`config.mk`:
```
export PLATFORM = sky130hd
export DESIGN_NAME = rssm_reset_source
export DESIGN_NICKNAME = d
export VERILOG_FILES = /design/src/core/rssm_clock_monitor.v /design/src/core/rssm_reset_source.v
export VERILOG_INCLUDE_DIRS = /design/src /design/src/core
export SDC_FILE = /design/constraint.sdc
export NUM_CORES = 1
export LEC_CHECK = 0
export BUFFER_PORTS_ARGS = -buffer_cell sky130_fd_sc_hd__buf_2
export CAP_MARGIN = 30
export CORE_MARGIN = 4
export CORE_UTILIZATION = 58
export DETAILED_ROUTE_END_ITERATION = 6
export HOLD_SLACK_MARGIN = 0.08
export PLACE_DENSITY = 0.91
export SLEW_MARGIN = 25
export SYNTH_ARGS = -nofsm -noshare
export SYNTH_HDL_FRONTEND = slang
export SYNTH_SLANG_ARGS = --single-unit
```
`constraint.sdc`:
```
create_clock -name clk_in -period 2.2 [get_ports clk_in]
set_clock_uncertainty 0.05 [all_clocks]
set_input_delay 0.11 -clock clk_in [delete_from_list [all_inputs] [get_ports clk_in]]
set_output_delay 0.11 -clock clk_in [all_outputs]
set_load 0.02 [all_outputs]
```
`src/core/rssm_defines.vh`:
```
`ifndef RSSM_DEFINES_VH
`define RSSM_DEFINES_VH

// ----------------------------------------
// register addresses
// ----------------------------------------
`define RSSM_ADDR_MON        8'hff
`define RSSM_ADDR_CAUSE      8'hef

// ----------------------------------------
// supply monitor control fields
// ----------------------------------------
`define RSSM_MON_ON          7
`define RSSM_MON_RST_OK      6
`define RSSM_MON_WARN_OK     5
`define RSSM_MON_BAT_OK      4
`define RSSM_MON_CORE_IE     3
`define RSSM_MON_BAT_IE      2
`define RSSM_MON_UNUSED      2'h0

// ----------------------------------------
// reset cause fields
// ----------------------------------------
`define RSSM_CAUSE_PIN       0
`define RSSM_CAUSE_POWER     1
`define RSSM_CAUSE_MCD       2
`define RSSM_CAUSE_WDT       3
`define RSSM_CAUSE_CMP       5

// ----------------------------------------
// reset values
// ----------------------------------------
`define RSSM_RST_MON_ON      1'b1
`define RSSM_RST_MON_SEL     1'b1
`define RSSM_RST_CORE_IE     1'b1
`define RSSM_RST_BAT_IE      1'b0
`define RSSM_RST_MCD_EN      1'b0
`define RSSM_RST_CMP_EN      1'b0
`define RSSM_RST_WDT_EN      1'b1
`define RSSM_RDATA_ZERO      8'h00

// ----------------------------------------
// timing
// ----------------------------------------
`define RSSM_CLK_MHZ         25
`define RSSM_MCD_TIME_US     100
`define RSSM_WDT_DIV         12
`define RSSM_RESET_HOLD      4

`endif

```
`src/core/rssm_clock_monitor.v`:
```
`timescale 1ns/10ps
`include "rssm_defines.vh"

module rssm_clock_monitor #(
  parameter CNT_W = 12
) (
  // clock and reset
  input  wire             clk_in,
  input  wire             rst_in,
  // control
  input  wire             enable_in,
  input  wire             sys_clk_in,
  // result
  output wire             timeout_out
);

  // ----------------------------------------
  // limit
  // ----------------------------------------
  localparam integer     MCD_CYCLES = `RSSM_MCD_TIME_US * `RSSM_CLK_MHZ;
  localparam [CNT_W-1:0] LIMIT      = MCD_CYCLES[CNT_W-1:0];
  localparam [CNT_W-1:0] ONE        = {{(CNT_W-1){1'b0}}, 1'b1};

  reg             prev_reg;
  reg [CNT_W-1:0] cnt_reg;
  reg             fire_reg;
  wire            edge_seen;

  assign edge_seen   = prev_reg ^ sys_clk_in;
  assign timeout_out = fire_reg;

  // ----------------------------------------
  // stuck level counter
  // ----------------------------------------
  always @(posedge clk_in) begin
    if (rst_in || !enable_in) begin
      prev_reg <= 1'b0;
      cnt_reg  <= {CNT_W{1'b0}};
      fire_reg <= 1'b0;
    end else begin
      prev_reg <= sys_clk_in;
      fire_reg <= 1'b0;
      if (edge_seen) begin
        cnt_reg <= {CNT_W{1'b0}};
      end else if (cnt_reg != LIMIT) begin
        cnt_reg <= cnt_reg + ONE;
      end else begin
        fire_reg <= 1'b1;
        cnt_reg  <= {CNT_W{1'b0}};
      end
    end
  end

endmodule

```
`src/core/rssm_reset_source.v`:
```
// Contract
// - monitor on bit 7 switches supply monitor; resets only when also selected.
// - bit 6 reads live core supply above reset threshold.
// - bit 5 reads live core supply above warning threshold.
// - bit 4 reads battery above warning; present only on some variants.
// - bit 3 enables core warning interrupt; reads 1 where absent.
// - bit 2 enables battery warning interrupt; held 0 where absent.
// - bits 1:0 read 00b, writes ignored.
// - pin reset keeps working in suspend and sleep.
// - pin reset sets cause bit 0 on exit.
// - clock stuck high or low over 100 us causes reset.
// - cause bit 2 writes detector enable, reads missing clock flag.
// - missing clock reset gated in suspend/sleep, enable kept.
// - detector, comparator and watchdog resets never drive the pin.
// - writing 1 to cause bit 5 selects comparator reset.
// - selected comparator with low output resets device; reset deselects comparator.
// - cause bit 5 reads 1 only after comparator reset.
// - comparator reset in low power only if comparator wakes.
// - watchdog enabled, ticked by clock divided by 12 after reset.
// - unserviced watchdog resets and sets watchdog flag.
// - watchdog reset gated in suspend/sleep, enable kept.
// - power resets enable and select the supply monitor.
`timescale 1ns/10ps
`include "rssm_defines.vh"

module rssm_reset_source #(
  parameter HAS_BATTERY = 1,
  parameter WDT_W       = 8,
  parameter WDT_TICKS   = 255,
  parameter MCD_CNT_W   = 12
) (
  // clock and power-on reset
  input  wire       clk_in,
  input  wire       rst_in,
  // register port
  input  wire [7:0] sfr_addr_in,
  input  wire       sfr_wr_in,
  input  wire       sfr_rd_in,
  input  wire [7:0] sfr_wdata_in,
  output wire [7:0] sfr_rdata_out,
  // external reset pin
  input  wire       rst_pin_in,
  output wire       rst_pin_out,
  output wire       rst_pin_oe_out,
  // analog status
  input  wire       vdd_above_reset_in,
  input  wire       vdd_above_warn_in,
  input  wire       vbat_above_warn_in,
  input  wire       cmp_out_in,
  input  wire       cmp_wake_in,
  // system clock sample and power modes
  input  wire       sys_clk_in,
  input  wire       suspend_in,
  input  wire       sleep_in,
  // watchdog control
  input  wire       wdt_service_in,
  input  wire       wdt_disable_in,
  // results
  output wire       sys_reset_out,
  output wire       core_warning_irq_out,
  output wire       battery_warning_irq_out
);

  // ----------------------------------------
  // constants
  // ----------------------------------------
  localparam integer     HOLD_I    = `RSSM_RESET_HOLD;
  localparam integer     DIV_I     = `RSSM_WDT_DIV - 1;
  localparam [2:0]       HOLD      = HOLD_I[2:0];
  localparam [3:0]       DIV_LAST  = DIV_I[3:0];
  localparam [WDT_W-1:0] WDT_LIMIT = WDT_TICKS[WDT_W-1:0];
  localparam [WDT_W-1:0] WDT_ONE   = {{(WDT_W-1){1'b0}}, 1'b1};

  // ----------------------------------------
  // state
  // ----------------------------------------
  reg             mon_on_reg;
  reg             mon_sel_reg;
  reg             core_ie_reg;
  reg             bat_ie_reg;
  reg             mcd_en_reg;
  reg             cmp_en_reg;
  reg             wdt_en_reg;
  reg [3:0]       div_reg;
  reg [WDT_W-1:0] wdt_cnt_reg;
  reg             wdt_fire_reg;
  reg [2:0]       hold_reg;
  reg             in_reset_reg;
  reg             power_flag_reg;
  reg             pin_flag_reg;
  reg             mcd_flag_reg;
  reg             wdt_flag_reg;
  reg             cmp_flag_reg;
  reg [7:0]       rdata_reg;
  reg [7:0]       rdata_next;

  // ----------------------------------------
  // flag update helper
  // ----------------------------------------
  function next_flag;
    input old_flag;
    input src;
    input entry;
    begin
      if (entry) begin
        next_flag = src;
      end else begin
        next_flag = old_flag | src;
      end
    end
  endfunction

  // ----------------------------------------
  // source conditions
  // ----------------------------------------
  wire low_power;
  wire mcd_timeout;
  wire src_pin;
  wire src_power;
  wire src_mcd;
  wire src_cmp;
  wire src_wdt;
  wire src_any;
  wire entry;
  wire wr_mon;
  wire wr_cause;
  wire tick;

  assign low_power = suspend_in | sleep_in;
  assign src_pin   = ~rst_pin_in;
  assign src_power = mon_on_reg & mon_sel_reg & ~vdd_above_reset_in & ~sleep_in;
  assign src_mcd   = mcd_timeout;
  assign src_cmp   = cmp_en_reg & ~cmp_out_in & (~low_power | cmp_wake_in);
  assign src_wdt   = wdt_fire_reg;
  assign src_any   = src_pin | src_power | src_mcd | src_cmp | src_wdt;
  assign entry     = ~in_reset_reg;

  assign wr_mon    = sfr_wr_in & ~in_reset_reg & (sfr_addr_in == `RSSM_ADDR_MON);
  assign wr_cause  = sfr_wr_in & ~in_reset_reg & (sfr_addr_in == `RSSM_ADDR_CAUSE);
  assign tick      = (div_reg == DIV_LAST);

  // ----------------------------------------
  // missing clock detector
  // ----------------------------------------
  rssm_clock_monitor #(
    .CNT_W       (MCD_CNT_W)
  ) u_clock_monitor (
    .clk_in      (clk_in),
    .rst_in      (rst_in | in_reset_reg),
    .enable_in   (mcd_en_reg & ~low_power),
    .sys_clk_in  (sys_clk_in),
    .timeout_out (mcd_timeout)
  );

  // ----------------------------------------
  // reset state and hold
  // ----------------------------------------
  always @(posedge clk_in) begin
    if (rst_in) begin
      in_reset_reg <= 1'b1;
      hold_reg     <= HOLD;
    end else if (src_any) begin
      in_reset_reg <= 1'b1;
      hold_reg     <= HOLD;
    end else if (hold_reg != 3'h0) begin
      in_reset_reg <= 1'b1;
      hold_reg     <= hold_reg - 3'h1;
    end else begin
      in_reset_reg <= 1'b0;
    end
  end

  assign sys_reset_out  = in_reset_reg;
  assign rst_pin_out    = 1'b0;
  assign rst_pin_oe_out = rst_in | src_power;

  // ----------------------------------------
  // cause flags
  // ----------------------------------------
  always @(posedge clk_in) begin
    if (rst_in) begin
      power_flag_reg <= 1'b1;
      pin_flag_reg   <= 1'b0;
      mcd_flag_reg   <= 1'b0;
      wdt_flag_reg   <= 1'b0;
      cmp_flag_reg   <= 1'b0;
    end else if (src_any) begin
      power_flag_reg <= next_flag(power_flag_reg, src_power, entry);
      if (src_power || (!entry && power_flag_reg)) begin
        pin_flag_reg <= 1'b0;
        mcd_flag_reg <= 1'b0;
        wdt_flag_reg <= 1'b0;
        cmp_flag_reg <= 1'b0;
      end else begin
        pin_flag_reg <= next_flag(pin_flag_reg, src_pin, entry);
        mcd_flag_reg <= next_flag(mcd_flag_reg, src_mcd, entry);
        wdt_flag_reg <= next_flag(wdt_flag_reg, src_wdt, entry);
        cmp_flag_reg <= next_flag(cmp_flag_reg, src_cmp, entry);
      end
    end
  end

  // ----------------------------------------
  // supply monitor enable and select
  // ----------------------------------------
  always @(posedge clk_in) begin
    if (rst_in) begin
      mon_on_reg  <= `RSSM_RST_MON_ON;
      mon_sel_reg <= `RSSM_RST_MON_SEL;
    end else if (src_power) begin
      mon_on_reg  <= `RSSM_RST_MON_ON;
      mon_sel_reg <= `RSSM_RST_MON_SEL;
    end else begin
      if (wr_mon) begin
        mon_on_reg <= sfr_wdata_in[`RSSM_MON_ON];
      end
      if (wr_cause) begin
        mon_sel_reg <= sfr_wdata_in[`RSSM_CAUSE_POWER];
      end
    end
  end

  // ----------------------------------------
  // interrupt enables and source enables
  // ----------------------------------------
  always @(posedge clk_in) begin
    if (rst_in || in_reset_reg) begin
      core_ie_reg <= `RSSM_RST_CORE_IE;
      bat_ie_reg  <= `RSSM_RST_BAT_IE;
      mcd_en_reg  <= `RSSM_RST_MCD_EN;
      cmp_en_reg  <= `RSSM_RST_CMP_EN;
    end else begin
      if (wr_mon) begin
        core_ie_reg <= sfr_wdata_in[`RSSM_MON_CORE_IE];
        bat_ie_reg  <= sfr_wdata_in[`RSSM_MON_BAT_IE];
      end
      if (wr_cause) begin
        mcd_en_reg <= sfr_wdata_in[`RSSM_CAUSE_MCD];
        cmp_en_reg <= sfr_wdata_in[`RSSM_CAUSE_CMP];
      end
    end
  end

  // ----------------------------------------
  // warning interrupts
  // ----------------------------------------
  wire core_ie_eff;
  wire bat_ie_eff;

  assign core_ie_eff = (HAS_BATTERY != 0) ? core_ie_reg : 1'b1;
  assign bat_ie_eff  = (HAS_BATTERY != 0) ? bat_ie_reg : 1'b0;
  assign core_warning_irq_out    = core_ie_eff & ~vdd_above_warn_in & ~in_reset_reg;
  assign battery_warning_irq_out = bat_ie_eff & ~vbat_above_warn_in & ~in_reset_reg;

  // ----------------------------------------
  // watchdog
  // ----------------------------------------
  always @(posedge clk_in) begin
    if (rst_in || in_reset_reg) begin
      wdt_en_reg   <= `RSSM_RST_WDT_EN;
      div_reg      <= 4'h0;
      wdt_cnt_reg  <= {WDT_W{1'b0}};
      wdt_fire_reg <= 1'b0;
    end else begin
      wdt_fire_reg <= 1'b0;
      div_reg      <= tick ? 4'h0 : div_reg + 4'h1;
      if (wdt_disable_in) begin
        wdt_en_reg <= 1'b0;
      end
      if (wdt_service_in || !wdt_en_reg) begin
        wdt_cnt_reg <= {WDT_W{1'b0}};
      end else if (tick && !low_power) begin
        if (wdt_cnt_reg == WDT_LIMIT) begin
          wdt_fire_reg <= 1'b1;
          wdt_cnt_reg  <= {WDT_W{1'b0}};
        end else begin
          wdt_cnt_reg <= wdt_cnt_reg + WDT_ONE;
        end
      end
    end
  end

  // ----------------------------------------
  // register read
  // ----------------------------------------
  always @* begin
    rdata_next = `RSSM_RDATA_ZERO;
    if (sfr_addr_in == `RSSM_ADDR_MON) begin
      rdata_next[`RSSM_MON_ON]      = mon_on_reg;
      rdata_next[`RSSM_MON_RST_OK]  = vdd_above_reset_in;
      rdata_next[`RSSM_MON_WARN_OK] = vdd_above_warn_in;
      rdata_next[`RSSM_MON_BAT_OK]  = (HAS_BATTERY != 0) & vbat_above_warn_in;
      rdata_next[`RSSM_MON_CORE_IE] = core_ie_eff;
      rdata_next[`RSSM_MON_BAT_IE]  = bat_ie_eff;
      rdata_next[1:0]               = `RSSM_MON_UNUSED;
    end else if (sfr_addr_in == `RSSM_ADDR_CAUSE) begin
      rdata_next[`RSSM_CAUSE_PIN]   = pin_flag_reg;
      rdata_next[`RSSM_CAUSE_POWER] = power_flag_reg;
      rdata_next[`RSSM_CAUSE_MCD]   = mcd_flag_reg;
      rdata_next[`RSSM_CAUSE_WDT]   = wdt_flag_reg;
      rdata_next[`RSSM_CAUSE_CMP]   = cmp_flag_reg;
    end
  end

  always @(posedge clk_in) begin
    if (rst_in) begin
      rdata_reg <= `RSSM_RDATA_ZERO;
    end else if (sfr_rd_in) begin
      rdata_reg <= rdata_next;
    end
  end

  assign sfr_rdata_out = rdata_reg;

endmodule

```
==> flow_summary.toml <==
[logic_synthesis]
yosysUniqueCellTypes = 44
ys_ff_latch = 51
ys_warn_count = 0
synth-seq-area-share_pct = 44.5
async_flop_share_pct = 0
synth_edf_count = 0
netlist_area_mm2 = 0.00229
synthCells = 255
ys.flop_type = "dfxtp_1"
avgSynthCellArea_um2 = 8.99
syn_nets = 292

[cells_and_area]
utilization_pct = 72.2
fillers = 306
final_cell_mix = "dfxtp_1, buf_2, nor2_1"
antenna_cells = 0
final_cells = 353
largest_reg_flops = 12
area_growth_pct = 17.8
nNetsFinal = 343
mostFrequentLayoutCell = "dfxtp_1"
drive_gt1_share_pct = 17.0
design_area_mm2 = 0.00270

[grt]
antenna_found_initial = 0
gr-total-overflow = 0
grt_pass1_vias = 1880
grtUsageTotal_pct = 20.0
grt_max_degree = 14
grt_pass1_wl_um = 8060

[run]
maxCapViolations = 0

[setup_path]
slowest_stage = "dlygate4sd3_1"
crit_path_max_incr_delay_ps = 530
crit_arrival_ps = 1900
endpoint_kind = "flip-flop"
cp_max_fo = 12
worstPathCellList = "dlygate4sd3_1 > buf_2 > nor2_1 > nand4_1 > nand2b_1 > nor2_1"
critical_path_class = "in2reg"
crit_top_cell = "nor2_1"
crit_required_ps = 2380
start_kind = "input port"
r2r_slack_ps = 550

[pwr]
powerDensity_mw_per_mm2 = 565
fin_total_pwr_mw = 1.53
max-vdd-ir-drop_mv = 0.588
cellLeakagePower_nw = 1.03

[route]
vias = 1922
via_per_inst = 5.44
ant_nets = 0
route.detailed.drc = 0
wl_um = 4800
drtIter0Drc = 94
wire_per_inst_um = 13.6
drt-pass1-iter-count = 4

[cts]
htree_num_levels = 2
tritoncts = "built"
cts.path.max_buffers = 2
numCtsBuffers = 5
clock_sinks = 51
cts_resized = 0
insertion_delay_ps = 300
clkTransAtPathRegs_ps = 80
clockRootBuffer = "clkbuf_8"

[placed_design]
place_area_mm2 = 0.00250
place.port_buffers = 39
dp_cells = 334
dpl_worst_slack_ps = 515
hpwl_um = 3470
gp_congestion = 0.889

[timing]
min_period_ps = 1720
whs_ps = 88.4
setup_violations = 0
slew_viol_final = 0
hold_viol = 0
timing.final.crit_share_pct = 78.1
rsz0062_at_grt = "false"
fin_ws_ps = 483
setup_tns_ps = 0
timing.fmax_ghz = 0.582

[floorplan]
core_mm2 = 0.00374
die_area_mm2 = 0.00502
die_h_um = 70.9
ios = 44
die_x_um = 70.9
initial_core_util_pct = 61.3
rows = 22

[min_path]
worstHoldPathType = "in2reg"

[outcome]
status = "finished clean"
[path summary, 6_finish.rpt]
kind,from,end,cells past startpoint
setup / recovery,rst_in,u_clock_monitor.cnt_reg[9],6
hold / removal,sfr_wr_in,bat_ie_eff,3
setup reg to reg,sys_reset_out,u_clock_monitor.cnt_reg[9],4
hold reg to reg,cmp_flag_reg,cmp_flag_reg,2
[routing by layer]
metal,wire length [µm],vias up,GRT usage (%)
met1,2050,884,22.4
li1,-,966,-
met5,0,-,0
met4,81,0,7.31
met2,2350,62,35.6
met3,326,10,6.25
[timing repair]
item                      4_1_cts  5_1_grt
setup buffers                   0        0
hold buffers                   13        0
hold endpoints to repair       17        0
[report_power, final]
| group | internal, mW | switching (mW) |
|---|---|---|
| Combinational | 0.0520 | 0.0543 |
| Clock | 0.212 | 0.277 |
| Sequential | 0.928 | 0.00415 |
| Total | 1.19 | 0.336 |
[kinds of logic (layout without fill, tap and decap cells)]
group,after synthesis,count (layout),share of synthesized area (%)
adder cells (fa/ha/maj),6,6,3.27
AO/OA/AOI/OAI,26,26,7.69
other,1,1,0.164
multiplexers,11,11,4.80
flip-flops,51,51,44.5
XOR/XNOR,19,19,7.26
buffers and inverters,23,73,4.75
AND/OR/NAND/NOR,118,118,27.6
[layout make-up]
class                      count  area (µm²)  area share [%]
clock buffer                   6        72.6            2.69
inverter                      14        52.6            1.94
multi-input combinational    181        1160            43.1
sequential                    51        1020            37.8
tap                           48        60.1            2.22
timing repair buffer          53         333            12.3
[worst max-delay path, delay by kind of cell]
kind / cells / cell delay [ps]
buffers and inverters: 2 / 710
and+or+nand+nor: 4 / 1080
[cell usage after synthesis, types with 2 or more instances]
| cell type | n | area [µm²] |
|---|---|---|
| dfxtp_1 | 51 | 1020 |
| nor2_1 | 33 | 124 |
| nand2_1 | 20 | 75.1 |
| nand3_1 | 16 | 80.1 |
| inv_1 | 14 | 52.6 |
| xnor2_1 | 12 | 105 |
| mux2i_1 | 11 | 110 |
| o21ai_0 | 10 | 50.1 |
| a21oi_1 | 9 | 45.0 |
| nand2b_1 | 8 | 50.1 |
| nor3_1 | 7 | 35.0 |
| xor2_1 | 7 | 61.3 |
| ha_1 | 6 | 75.1 |
| nand4_1 | 6 | 37.5 |
| nor3b_1 | 4 | 30.0 |
| and2_1 | 3 | 18.8 |
| buf_2 | 3 | 15.0 |
| clkbuf_1 | 3 | 11.3 |
| nor4_1 | 3 | 18.8 |
| and3_1 | 2 | 12.5 |
| and4_1 | 2 | 17.5 |
| buf_6 | 2 | 22.5 |
| or2_1 | 2 | 12.5 |
Power figures use the tool's default switching activity.
